===== src/core/ep_ctrl_consts.vh =====
// Register map, field positions and reset values of the endpoint control block
`ifndef EP_CTRL_CONSTS_VH
`define EP_CTRL_CONSTS_VH
`define ADDR_W 8
`define OFF_TXCSR 8'h00
`define OFF_RXADDR 8'h04
`define OFF_STATUS 8'h08
`define OFF_LOAD 8'h0c
`define B_AUTOARM 31
`define B_ISO 30
`define B_DIR 29
`define B_DMAEN 28
`define B_FRCTGL 27
`define B_DMAMD 26
`define B_TGLWEN 25
`define B_TGL 24
`define B_TXRDY 16
`define F_MAXP_HI 10
`define F_MAXP_LO 0
`define MAXP_W 11
`define F_HUBPRT_HI 30
`define F_HUBPRT_LO 24
`define B_MULTT 23
`define F_HUBADD_HI 22
`define F_HUBADD_LO 16
`define F_FADDR_HI 6
`define F_FADDR_LO 0
`define RXADDR_MASK 32'h7fff007f
`define TXCSR_WMASK 32'hff0107ff
`define RST_WORD 32'h00000000
`define RESP_OKAY 2'h0
`define RESP_SLVERR 2'h2
`define ONE_MAXP 11'h001
`define ZERO_MAXP 11'h000
`endif


===== src/core/tx_load_counter.v =====
// Counts bytes loaded into the transmit FIFO and flags a full-size packet
`timescale 1ns/10ps
`include "ep_ctrl_consts.vh"
module tx_load_counter
(
   input wire clock,
   input wire rst_b,
   input wire loadByte,
   input wire clearCount,
   input wire [`MAXP_W-1:0] maxPacket,
   output reg fullPacket_r,
   output reg [`MAXP_W-1:0] count_r
);
   reg [`MAXP_W-1:0] count_nxt;
   always @*
   begin
      count_nxt = count_r;
      if (clearCount)
         count_nxt = `ZERO_MAXP;
      else if (loadByte)
         count_nxt = count_r + `ONE_MAXP;
   end
   always @(posedge clock or negedge rst_b)
   begin
      if (!rst_b)
      begin
         count_r <= `ZERO_MAXP;
         fullPacket_r <= 1'b0;
      end
      else
      begin
         count_r <= count_nxt;
         // One pulse exactly when the count first reaches the max size
         fullPacket_r <= loadByte && !clearCount && (maxPacket != `ZERO_MAXP)
            && (count_nxt == maxPacket);
      end
   end
endmodule


===== src/core/usb_ep_ctrl.v =====
// Transmit endpoint control and receive target addressing behind AXI4-Lite
// Summary of operation
// - Auto-arm sets packet-ready on full-size packet
// - Device mode: iso bit selects isochronous
// - Iso bit ignored, reads zero in host
// - Direction bit on a shared FIFO: one transmit, zero receive
// - DMA requests only while enable set
// - Forced toggle flips toggle, drops packet
// - Mode bit picks DMA request mode
// - Host read of toggle shows state
// - Toggle written only with write enable
// - Seven-bit hub port number field
// - Translator count bit: multiple or single
// - Seven-bit hub address field
// - Seven-bit target function address field
// - Unimplemented address bits read zero
//
// Implementation choices: the AXI4-Lite slave port and the register offsets.
`timescale 1ns/10ps
`include "ep_ctrl_consts.vh"
module usb_ep_ctrl
(
   input wire clock,
   input wire rst_b,
   input wire [`ADDR_W-1:0] awaddr,
   input wire awvalid,
   output reg awready,
   input wire [31:0] wdata,
   input wire [3:0] wstrb,
   input wire wvalid,
   output reg wready,
   output reg [1:0] bresp,
   output reg bvalid,
   input wire bready,
   input wire [`ADDR_W-1:0] araddr,
   input wire arvalid,
   output reg arready,
   output reg [31:0] rdata,
   output reg [1:0] rresp,
   output reg rvalid,
   input wire rready,
   input wire hostMode,
   input wire sharedFifo,
   input wire fifoLoadByte,
   input wire packetSent,
   input wire ackReceived,
   input wire dmaTrigger,
   output reg txPacketReady_r,
   output reg isoSelect_r,
   output reg txDirection_r,
   output reg dmaRequest_r,
   output reg dmaModeOne_r,
   output reg dropPacket_r,
   output reg dataToggle_r,
   output reg [6:0] hubPort_r,
   output reg multiTranslator_r,
   output reg [6:0] hubAddress_r,
   output reg [6:0] functionAddress_r
);
   ////////////////////////////////////////////////////////////////////////////////
   // Byte-lane merge, used for both registers
   function [31:0] merge;
      input [31:0] old;
      input [31:0] nw;
      input [3:0] strb;
      integer i;
      begin
         merge = old;
         for (i = 0; i < 4; i = i + 1)
            if (strb[i])
               merge[i*8 +: 8] = nw[i*8 +: 8];
      end
   endfunction

   // Register hit test, shared by the write strobes and the response code
   function hitReg;
      input [`ADDR_W-1:0] a;
      input [`ADDR_W-1:0] off;
      begin
         hitReg = (a == off);
      end
   endfunction

   reg autoArm_r;
   reg isoBit_r;
   reg dirBit_r;
   reg dmaEn_r;
   reg dmaMd_r;
   reg tglWen_r;
   reg [`MAXP_W-1:0] maxPacket_r;
   reg [31:0] rxAddr_r;
   reg [`ADDR_W-1:0] wAddr_r;
   reg [31:0] wData_r;
   reg [3:0] wStrb_r;
   reg haveAw_r;
   reg haveW_r;
   wire fullPacket;
   wire [`MAXP_W-1:0] loadCount;
   wire doWrite;
   reg [31:0] txcsrView;
   wire [31:0] wMerged;
   wire forceToggle;
   wire loadClear;
   wire [31:0] rxMerged;
   wire txcsrWrite;
   wire rxaddrWrite;
   wire toggleWrite;
   wire readyWrite;
   reg [31:0] readWord;
   reg [1:0] readResp;

   assign doWrite = haveAw_r && haveW_r && !bvalid;
   assign wMerged = merge(txcsrView, wData_r, wStrb_r);
   assign rxMerged = merge(rxAddr_r, wData_r, wStrb_r);
   // The force, toggle and ready strobes are each qualified by their own byte lane so a partial write leaves the rest
   assign txcsrWrite = doWrite && hitReg(wAddr_r, `OFF_TXCSR);
   assign rxaddrWrite = doWrite && hitReg(wAddr_r, `OFF_RXADDR);
   assign forceToggle = txcsrWrite && wStrb_r[3] && wData_r[`B_FRCTGL];
   assign toggleWrite = txcsrWrite && wStrb_r[3] && wData_r[`B_TGLWEN];
   assign readyWrite = txcsrWrite && wStrb_r[2] && wData_r[`B_TXRDY];
   assign loadClear = forceToggle || packetSent;

   // Read view of the control word; the forced-toggle bit is self-clearing and reads zero
   always @*
   begin
      txcsrView = `RST_WORD;
      txcsrView[`B_AUTOARM] = autoArm_r;
      txcsrView[`B_ISO] = isoBit_r & !hostMode;
      txcsrView[`B_DIR] = dirBit_r;
      txcsrView[`B_DMAEN] = dmaEn_r;
      txcsrView[`B_DMAMD] = dmaMd_r;
      txcsrView[`B_TGLWEN] = tglWen_r;
      txcsrView[`B_TGL] = dataToggle_r;
      txcsrView[`B_TXRDY] = txPacketReady_r;
      txcsrView[`F_MAXP_HI:`F_MAXP_LO] = maxPacket_r;
   end

   tx_load_counter loadCounter
   (
      .clock(clock),
      .rst_b(rst_b),
      .loadByte(fifoLoadByte),
      .clearCount(loadClear),
      .maxPacket(maxPacket_r),
      .fullPacket_r(fullPacket),
      .count_r(loadCount)
   );

   ////////////////////////////////////////////////////////////////////////////////
   // Write channel: address and data taken in either order
   always @(posedge clock or negedge rst_b)
   begin
      if (!rst_b)
      begin
         awready <= 1'b1;
         wready <= 1'b1;
         haveAw_r <= 1'b0;
         haveW_r <= 1'b0;
         wAddr_r <= {`ADDR_W{1'b0}};
         wData_r <= `RST_WORD;
         wStrb_r <= 4'h0;
         bvalid <= 1'b0;
         bresp <= `RESP_OKAY;
      end
      else
      begin
         if (awvalid && awready)
         begin
            wAddr_r <= awaddr;
            haveAw_r <= 1'b1;
            awready <= 1'b0;
         end
         if (wvalid && wready)
         begin
            wData_r <= wdata;
            wStrb_r <= wstrb;
            haveW_r <= 1'b1;
            wready <= 1'b0;
         end
         if (doWrite)
         begin
            bvalid <= 1'b1;
            haveAw_r <= 1'b0;
            haveW_r <= 1'b0;
            if (hitReg(wAddr_r, `OFF_TXCSR) || hitReg(wAddr_r, `OFF_RXADDR))
               bresp <= `RESP_OKAY;
            else
               bresp <= `RESP_SLVERR;
         end
         if (bvalid && bready)
         begin
            bvalid <= 1'b0;
            awready <= 1'b1;
            wready <= 1'b1;
         end
      end
   end

   ////////////////////////////////////////////////////////////////////////////////
   // Control fields
   always @(posedge clock or negedge rst_b)
   begin
      if (!rst_b)
      begin
         autoArm_r <= 1'b0;
         isoBit_r <= 1'b0;
         dirBit_r <= 1'b0;
         dmaEn_r <= 1'b0;
         dmaMd_r <= 1'b0;
         tglWen_r <= 1'b0;
         maxPacket_r <= `ZERO_MAXP;
         dropPacket_r <= 1'b0;
         rxAddr_r <= `RST_WORD;
      end
      else
      begin
         dropPacket_r <= forceToggle;
         if (txcsrWrite)
         begin
            autoArm_r <= wMerged[`B_AUTOARM];
            if (!hostMode)
               isoBit_r <= wMerged[`B_ISO];
            dirBit_r <= wMerged[`B_DIR];
            dmaEn_r <= wMerged[`B_DMAEN];
            dmaMd_r <= wMerged[`B_DMAMD];
            tglWen_r <= wMerged[`B_TGLWEN];
            maxPacket_r <= wMerged[`F_MAXP_HI:`F_MAXP_LO];
         end
         // Merged onto its own old value so unstrobed lanes survive
         if (rxaddrWrite)
            rxAddr_r <= rxMerged & `RXADDR_MASK;
      end
   end

   ////////////////////////////////////////////////////////////////////////////////
   // Data toggle: a forced flip wins over everything; an acknowledged packet wins over a written software value in the same cycle
   always @(posedge clock or negedge rst_b)
   begin
      if (!rst_b)
         dataToggle_r <= 1'b0;
      else if (forceToggle)
         dataToggle_r <= !dataToggle_r;
      else if (packetSent && ackReceived)
         dataToggle_r <= !dataToggle_r;
      else if (toggleWrite)
         dataToggle_r <= wData_r[`B_TGL];
   end

   ////////////////////////////////////////////////////////////////////////////////
   // Packet-ready flag: an automatic set wins over a clear in the same cycle
   always @(posedge clock or negedge rst_b)
   begin
      if (!rst_b)
         txPacketReady_r <= 1'b0;
      else if (autoArm_r && fullPacket)
         txPacketReady_r <= 1'b1;
      else if (loadClear)
         txPacketReady_r <= 1'b0;
      else if (readyWrite)
         txPacketReady_r <= 1'b1;
   end

   ////////////////////////////////////////////////////////////////////////////////
   // Outputs to the endpoint engine
   always @(posedge clock or negedge rst_b)
   begin
      if (!rst_b)
      begin
         isoSelect_r <= 1'b0;
         txDirection_r <= 1'b0;
         dmaRequest_r <= 1'b0;
         dmaModeOne_r <= 1'b0;
         hubPort_r <= 7'h00;
         multiTranslator_r <= 1'b0;
         hubAddress_r <= 7'h00;
         functionAddress_r <= 7'h00;
      end
      else
      begin
         isoSelect_r <= isoBit_r & !hostMode;
         // Direction only meaningful on a shared FIFO; otherwise fixed transmit
         txDirection_r <= sharedFifo ? dirBit_r : 1'b1;
         dmaRequest_r <= dmaEn_r && dmaTrigger;
         dmaModeOne_r <= dmaMd_r;
         hubPort_r <= rxAddr_r[`F_HUBPRT_HI:`F_HUBPRT_LO];
         multiTranslator_r <= rxAddr_r[`B_MULTT];
         hubAddress_r <= rxAddr_r[`F_HUBADD_HI:`F_HUBADD_LO];
         functionAddress_r <= rxAddr_r[`F_FADDR_HI:`F_FADDR_LO];
      end
   end

   ////////////////////////////////////////////////////////////////////////////////
   // Read word selection; unmapped words read zero and answer with an error
   always @*
   begin
      readWord = `RST_WORD;
      readResp = `RESP_OKAY;
      case (araddr)
         `OFF_TXCSR: readWord = txcsrView;
         `OFF_RXADDR: readWord = rxAddr_r;
         `OFF_STATUS: readWord = {31'h0, hostMode};
         `OFF_LOAD: readWord = {21'h0, loadCount};
         default: readResp = `RESP_SLVERR;
      endcase
   end

   ////////////////////////////////////////////////////////////////////////////////
   // Read channel: one cycle to rvalid; arready stays low until the data is taken
   always @(posedge clock or negedge rst_b)
   begin
      if (!rst_b)
      begin
         arready <= 1'b1;
         rvalid <= 1'b0;
         rdata <= `RST_WORD;
         rresp <= `RESP_OKAY;
      end
      else
      begin
         if (arvalid && arready)
         begin
            arready <= 1'b0;
            rvalid <= 1'b1;
            rdata <= readWord;
            rresp <= readResp;
         end
         else if (rvalid && rready)
         begin
            rvalid <= 1'b0;
            arready <= 1'b1;
         end
      end
   end
endmodule


===== config.mk =====
export PLATFORM = sky130hd
export DESIGN_NAME = usb_ep_ctrl
export DESIGN_NICKNAME = d
export VERILOG_FILES = /design/src/core/tx_load_counter.v /design/src/core/usb_ep_ctrl.v
export VERILOG_INCLUDE_DIRS = /design/src /design/src/core
export SDC_FILE = /design/constraint.sdc
export NUM_CORES = 1
export LEC_CHECK = 0
export ABC_AREA = 1
export BUFFER_PORTS_ARGS = -buffer_cell sky130_fd_sc_hd__buf_2
export CAP_MARGIN = 20
export CORE_UTILIZATION = 45
export CTS_BUF_LIST = sky130_fd_sc_hd__clkbuf_4
export DETAILED_ROUTE_END_ITERATION = 10
export GPL_ROUTABILITY_DRIVEN = 0
export HOLD_SLACK_MARGIN = 0.03
export PLACE_DENSITY_LB_ADDON = 0.05
export SLEW_MARGIN = 25
export SYNTH_ARGS = -nofsm -noshare
export SYNTH_HDL_FRONTEND = slang
export SYNTH_SLANG_ARGS = --single-unit
export TNS_END_PERCENT = 5

===== constraint.sdc =====
create_clock -name clock -period 3 [get_ports clock]
set_input_delay 0.6 -clock clock [delete_from_list [all_inputs] [get_ports clock]]
set_output_delay 0.6 -clock clock [all_outputs]
set_load 0.05 [all_outputs]

==> results.toml <==
[yosys]
yosysTopAreaCell = "dfrtp_1"
synth-edff-count = 0
syn_inst = 729
synthesis.area_um2 = 6450
synthDistinctLibCells = 33
synth.area.top_cells = "dfrtp_1 59%, nand2_1 16%, inv_1 5.2%"
synth_seq_cells = 155
async_flop_share_pct = 100
synth_area_per_cell_um2 = 8.85
ys.flop_type = "dfrtp_1"
ys_seq_area_share_pct = 60.2
synth_top_area_share_pct = 59.0
ys_warn_count = 0

[critical_path]
regToRegStartpoint = "wAddr_r[1]"
path_depth = 1
path_buf_inv = 1
crit_type = "reg -> out"
endpoint_kind = "output port"
critPathTopFamily = "flip-flops"
path_max_fanout = 3
worstPathArrival_ns = 1.34
reg2reg_depth = 7
startpoint = "wready"
r2r_setup_slack_ns = 1.09
critPathLaunchType = "flip-flop"
cpMaxStageDelayCell = "dfstp_2"
crit_chain = "buf_2"
crit_path_max_incr_delay_ns = 0.55
cp.required_ns = 2.40

[route]
wl_per_cell_um = 14.3
drtIter0Drc = 271
route.antenna.remaining_nets = 0
drcViolationCount = 0
viasPerCell = 4.81
vias = 5055
drt_wl_total_um = 15000
dr.pass1.iters = 4

[layout]
multi_input_area_um2 = 2070
drive_gt1_share_pct = 20.5
fin_cells = 1052
nets = 925
diodes = 0
seqCellArea_um2 = 3880
most-common-layout-cells = "270 x nand2_1, 152 x dfrtp_1, 121 x buf_2"
final.fill_count = 1384
fin_util_pct = 53.9
syn_to_final_growth_pct = 16.4
final_common_cell = "nand2_1"

[sta]
final_hold_viol_count = 0
fin_crit_sh_pct = 64.7
skew_ns = 0.0170
post-route-min-period_ns = 1.94
slew_headroom_pct = 63.9
worstMarginPinSlew_ns = 0.538
setup_viol = 0
rsz0062_at_grt = "no"
finalSetupTns_ns = 0
fin_ws_ns = 1.06
timing.fmax_mhz = 515
slew_violations = 0

[pwr]
power_mw = 5.61
power-per-cell-area_nw_per_um2 = 747
vdd_drop_max_mv = 0.397
power_leakage_nw = 4.07

[hold_path]
min_path_type = "in -> reg"
hold_depth = 2
hp-start = "sharedFifo"

[clocking]
post_cts_buffers = 0
cts-root-buf = "clkbuf_4"
max-clock-path-buffers = 2
insertion_delay_ns = 0.55
cts_inserted_buffers = 17
clk_pin_slew_ns = 0.12
cts.sinks = 155
cts_tree = "done"
htreeDepth = 4

[outcome]
status = "completed"

[floorplan]
dieArea_um2 = 14800
die_h_um = 122
dieWidth_um = 122
initial_core_util_pct = 46.3
fp.coreArea_um2 = 13900
ioPinCount = 135
core.rowCount = 43

[grt]
grtUsageTotal_pct = 21.9
grt_pass1_vias = 4888
grt_pass1_wl_um = 24500
grt_start_max_net_pins = 83
grt.overflow.total = 0
antenna_found_initial = 0

[run]
maxCapViolCount = 0

[placement]
place_ws_ns = 0.802
dp_hpwl_um = 10700
dpl.cell_count = 1019
port_buffers = 122
[Yosys cell counts (4+ instances only)]
library cell  count
nor2_2            6
nor2_1           28
dfrtp_1         152
o22ai_1          17
inv_1            89
nor2_4            4
xor2_1            4
a21oi_1           5
clkinv_1          7
nand2_1         270
nand4_1           8
clkbuf_1         10
buf_4            11
nand3_1          20
o21ai_0          65
o31ai_1          10
[cell type report]
class	count	share of cell area [%]
repair buffers	131	9.32
well taps	180	3.00
multi-input cells	457	27.6
clock inverters	11	1.40
inverters	97	4.85
flip-flops and latches	155	51.7
clock buffers	21	2.10
[kinds of logic (layout without fill, tap and decap cells)]
kind of cell,after synthesis,count (layout),share of synthesized area (%)
AOI/OAI and AO/OA,101,101,8.79
xor gates and xnor gates,4,4,0.543
adders and majority gates,1,1,0.194
buffers and inverters,123,260,7.97
DFF,155,155,60.2
other,1,7,0.0582
and+or+nand+nor,344,344,22.2
[power breakdown]
group          leakage [nW]  internal (mW)  switching [mW]
Sequential             2.06           2.60           0.284
Clock                 0.145          0.516           0.686
Combinational          1.86          0.416            1.11
Total                  4.07           3.53            2.08
[flip-flops by register name, summed over array words and instances (netlist names), 4 cells and up]
signal,cells
rxAddr_r,22
hubAddress_r,7
functionAddress_r,7
wAddr_r,8
wStrb_r,4
loadCounter.count_r,11
wData_r,27
rdata,27
hubPort_r,7
maxPacket_r,11
[metal layers]
metal | vias to the layer above | part of all wire [%] | track usage (%) | routed length, um
li1 | 2535 | - | - | -
met5 | - | 0 | 0 | 0
met3 | 16 | 5.0 | 4.92 | 757
met4 | 0 | 1.2 | 7.48 | 184
met1 | 2381 | 48 | 30.5 | 7210
met2 | 123 | 46 | 33.8 | 6850
[metrics by stage]
step | hold WS, ns | instance area (um2)
after CTS | 0.170 | 7510
after global placement | 0.359 | 7240
final | 0.213 | 7510
after floorplan | 0.304 | 6470
after detailed placement | 0.360 | 7240
after global routing | 0.160 | 7510
[worst paths after layout]
check                             endpoint
setup / recovery                    wready
hold / removal               txDirection_r
setup reg to reg              rxAddr_r[27]
hold reg to reg            hubAddress_r[4]
max in group asynchronous          awready
min in group asynchronous  hubAddress_r[1]
[what timing repair did]
| item | CTS | global route |
|---|---|---|
| hold endpoints to repair | 36 | 0 |
| resized for setup | 0 | 0 |
| hold buffers | 1 | 0 |
Power figures use the tool's default switching activity.
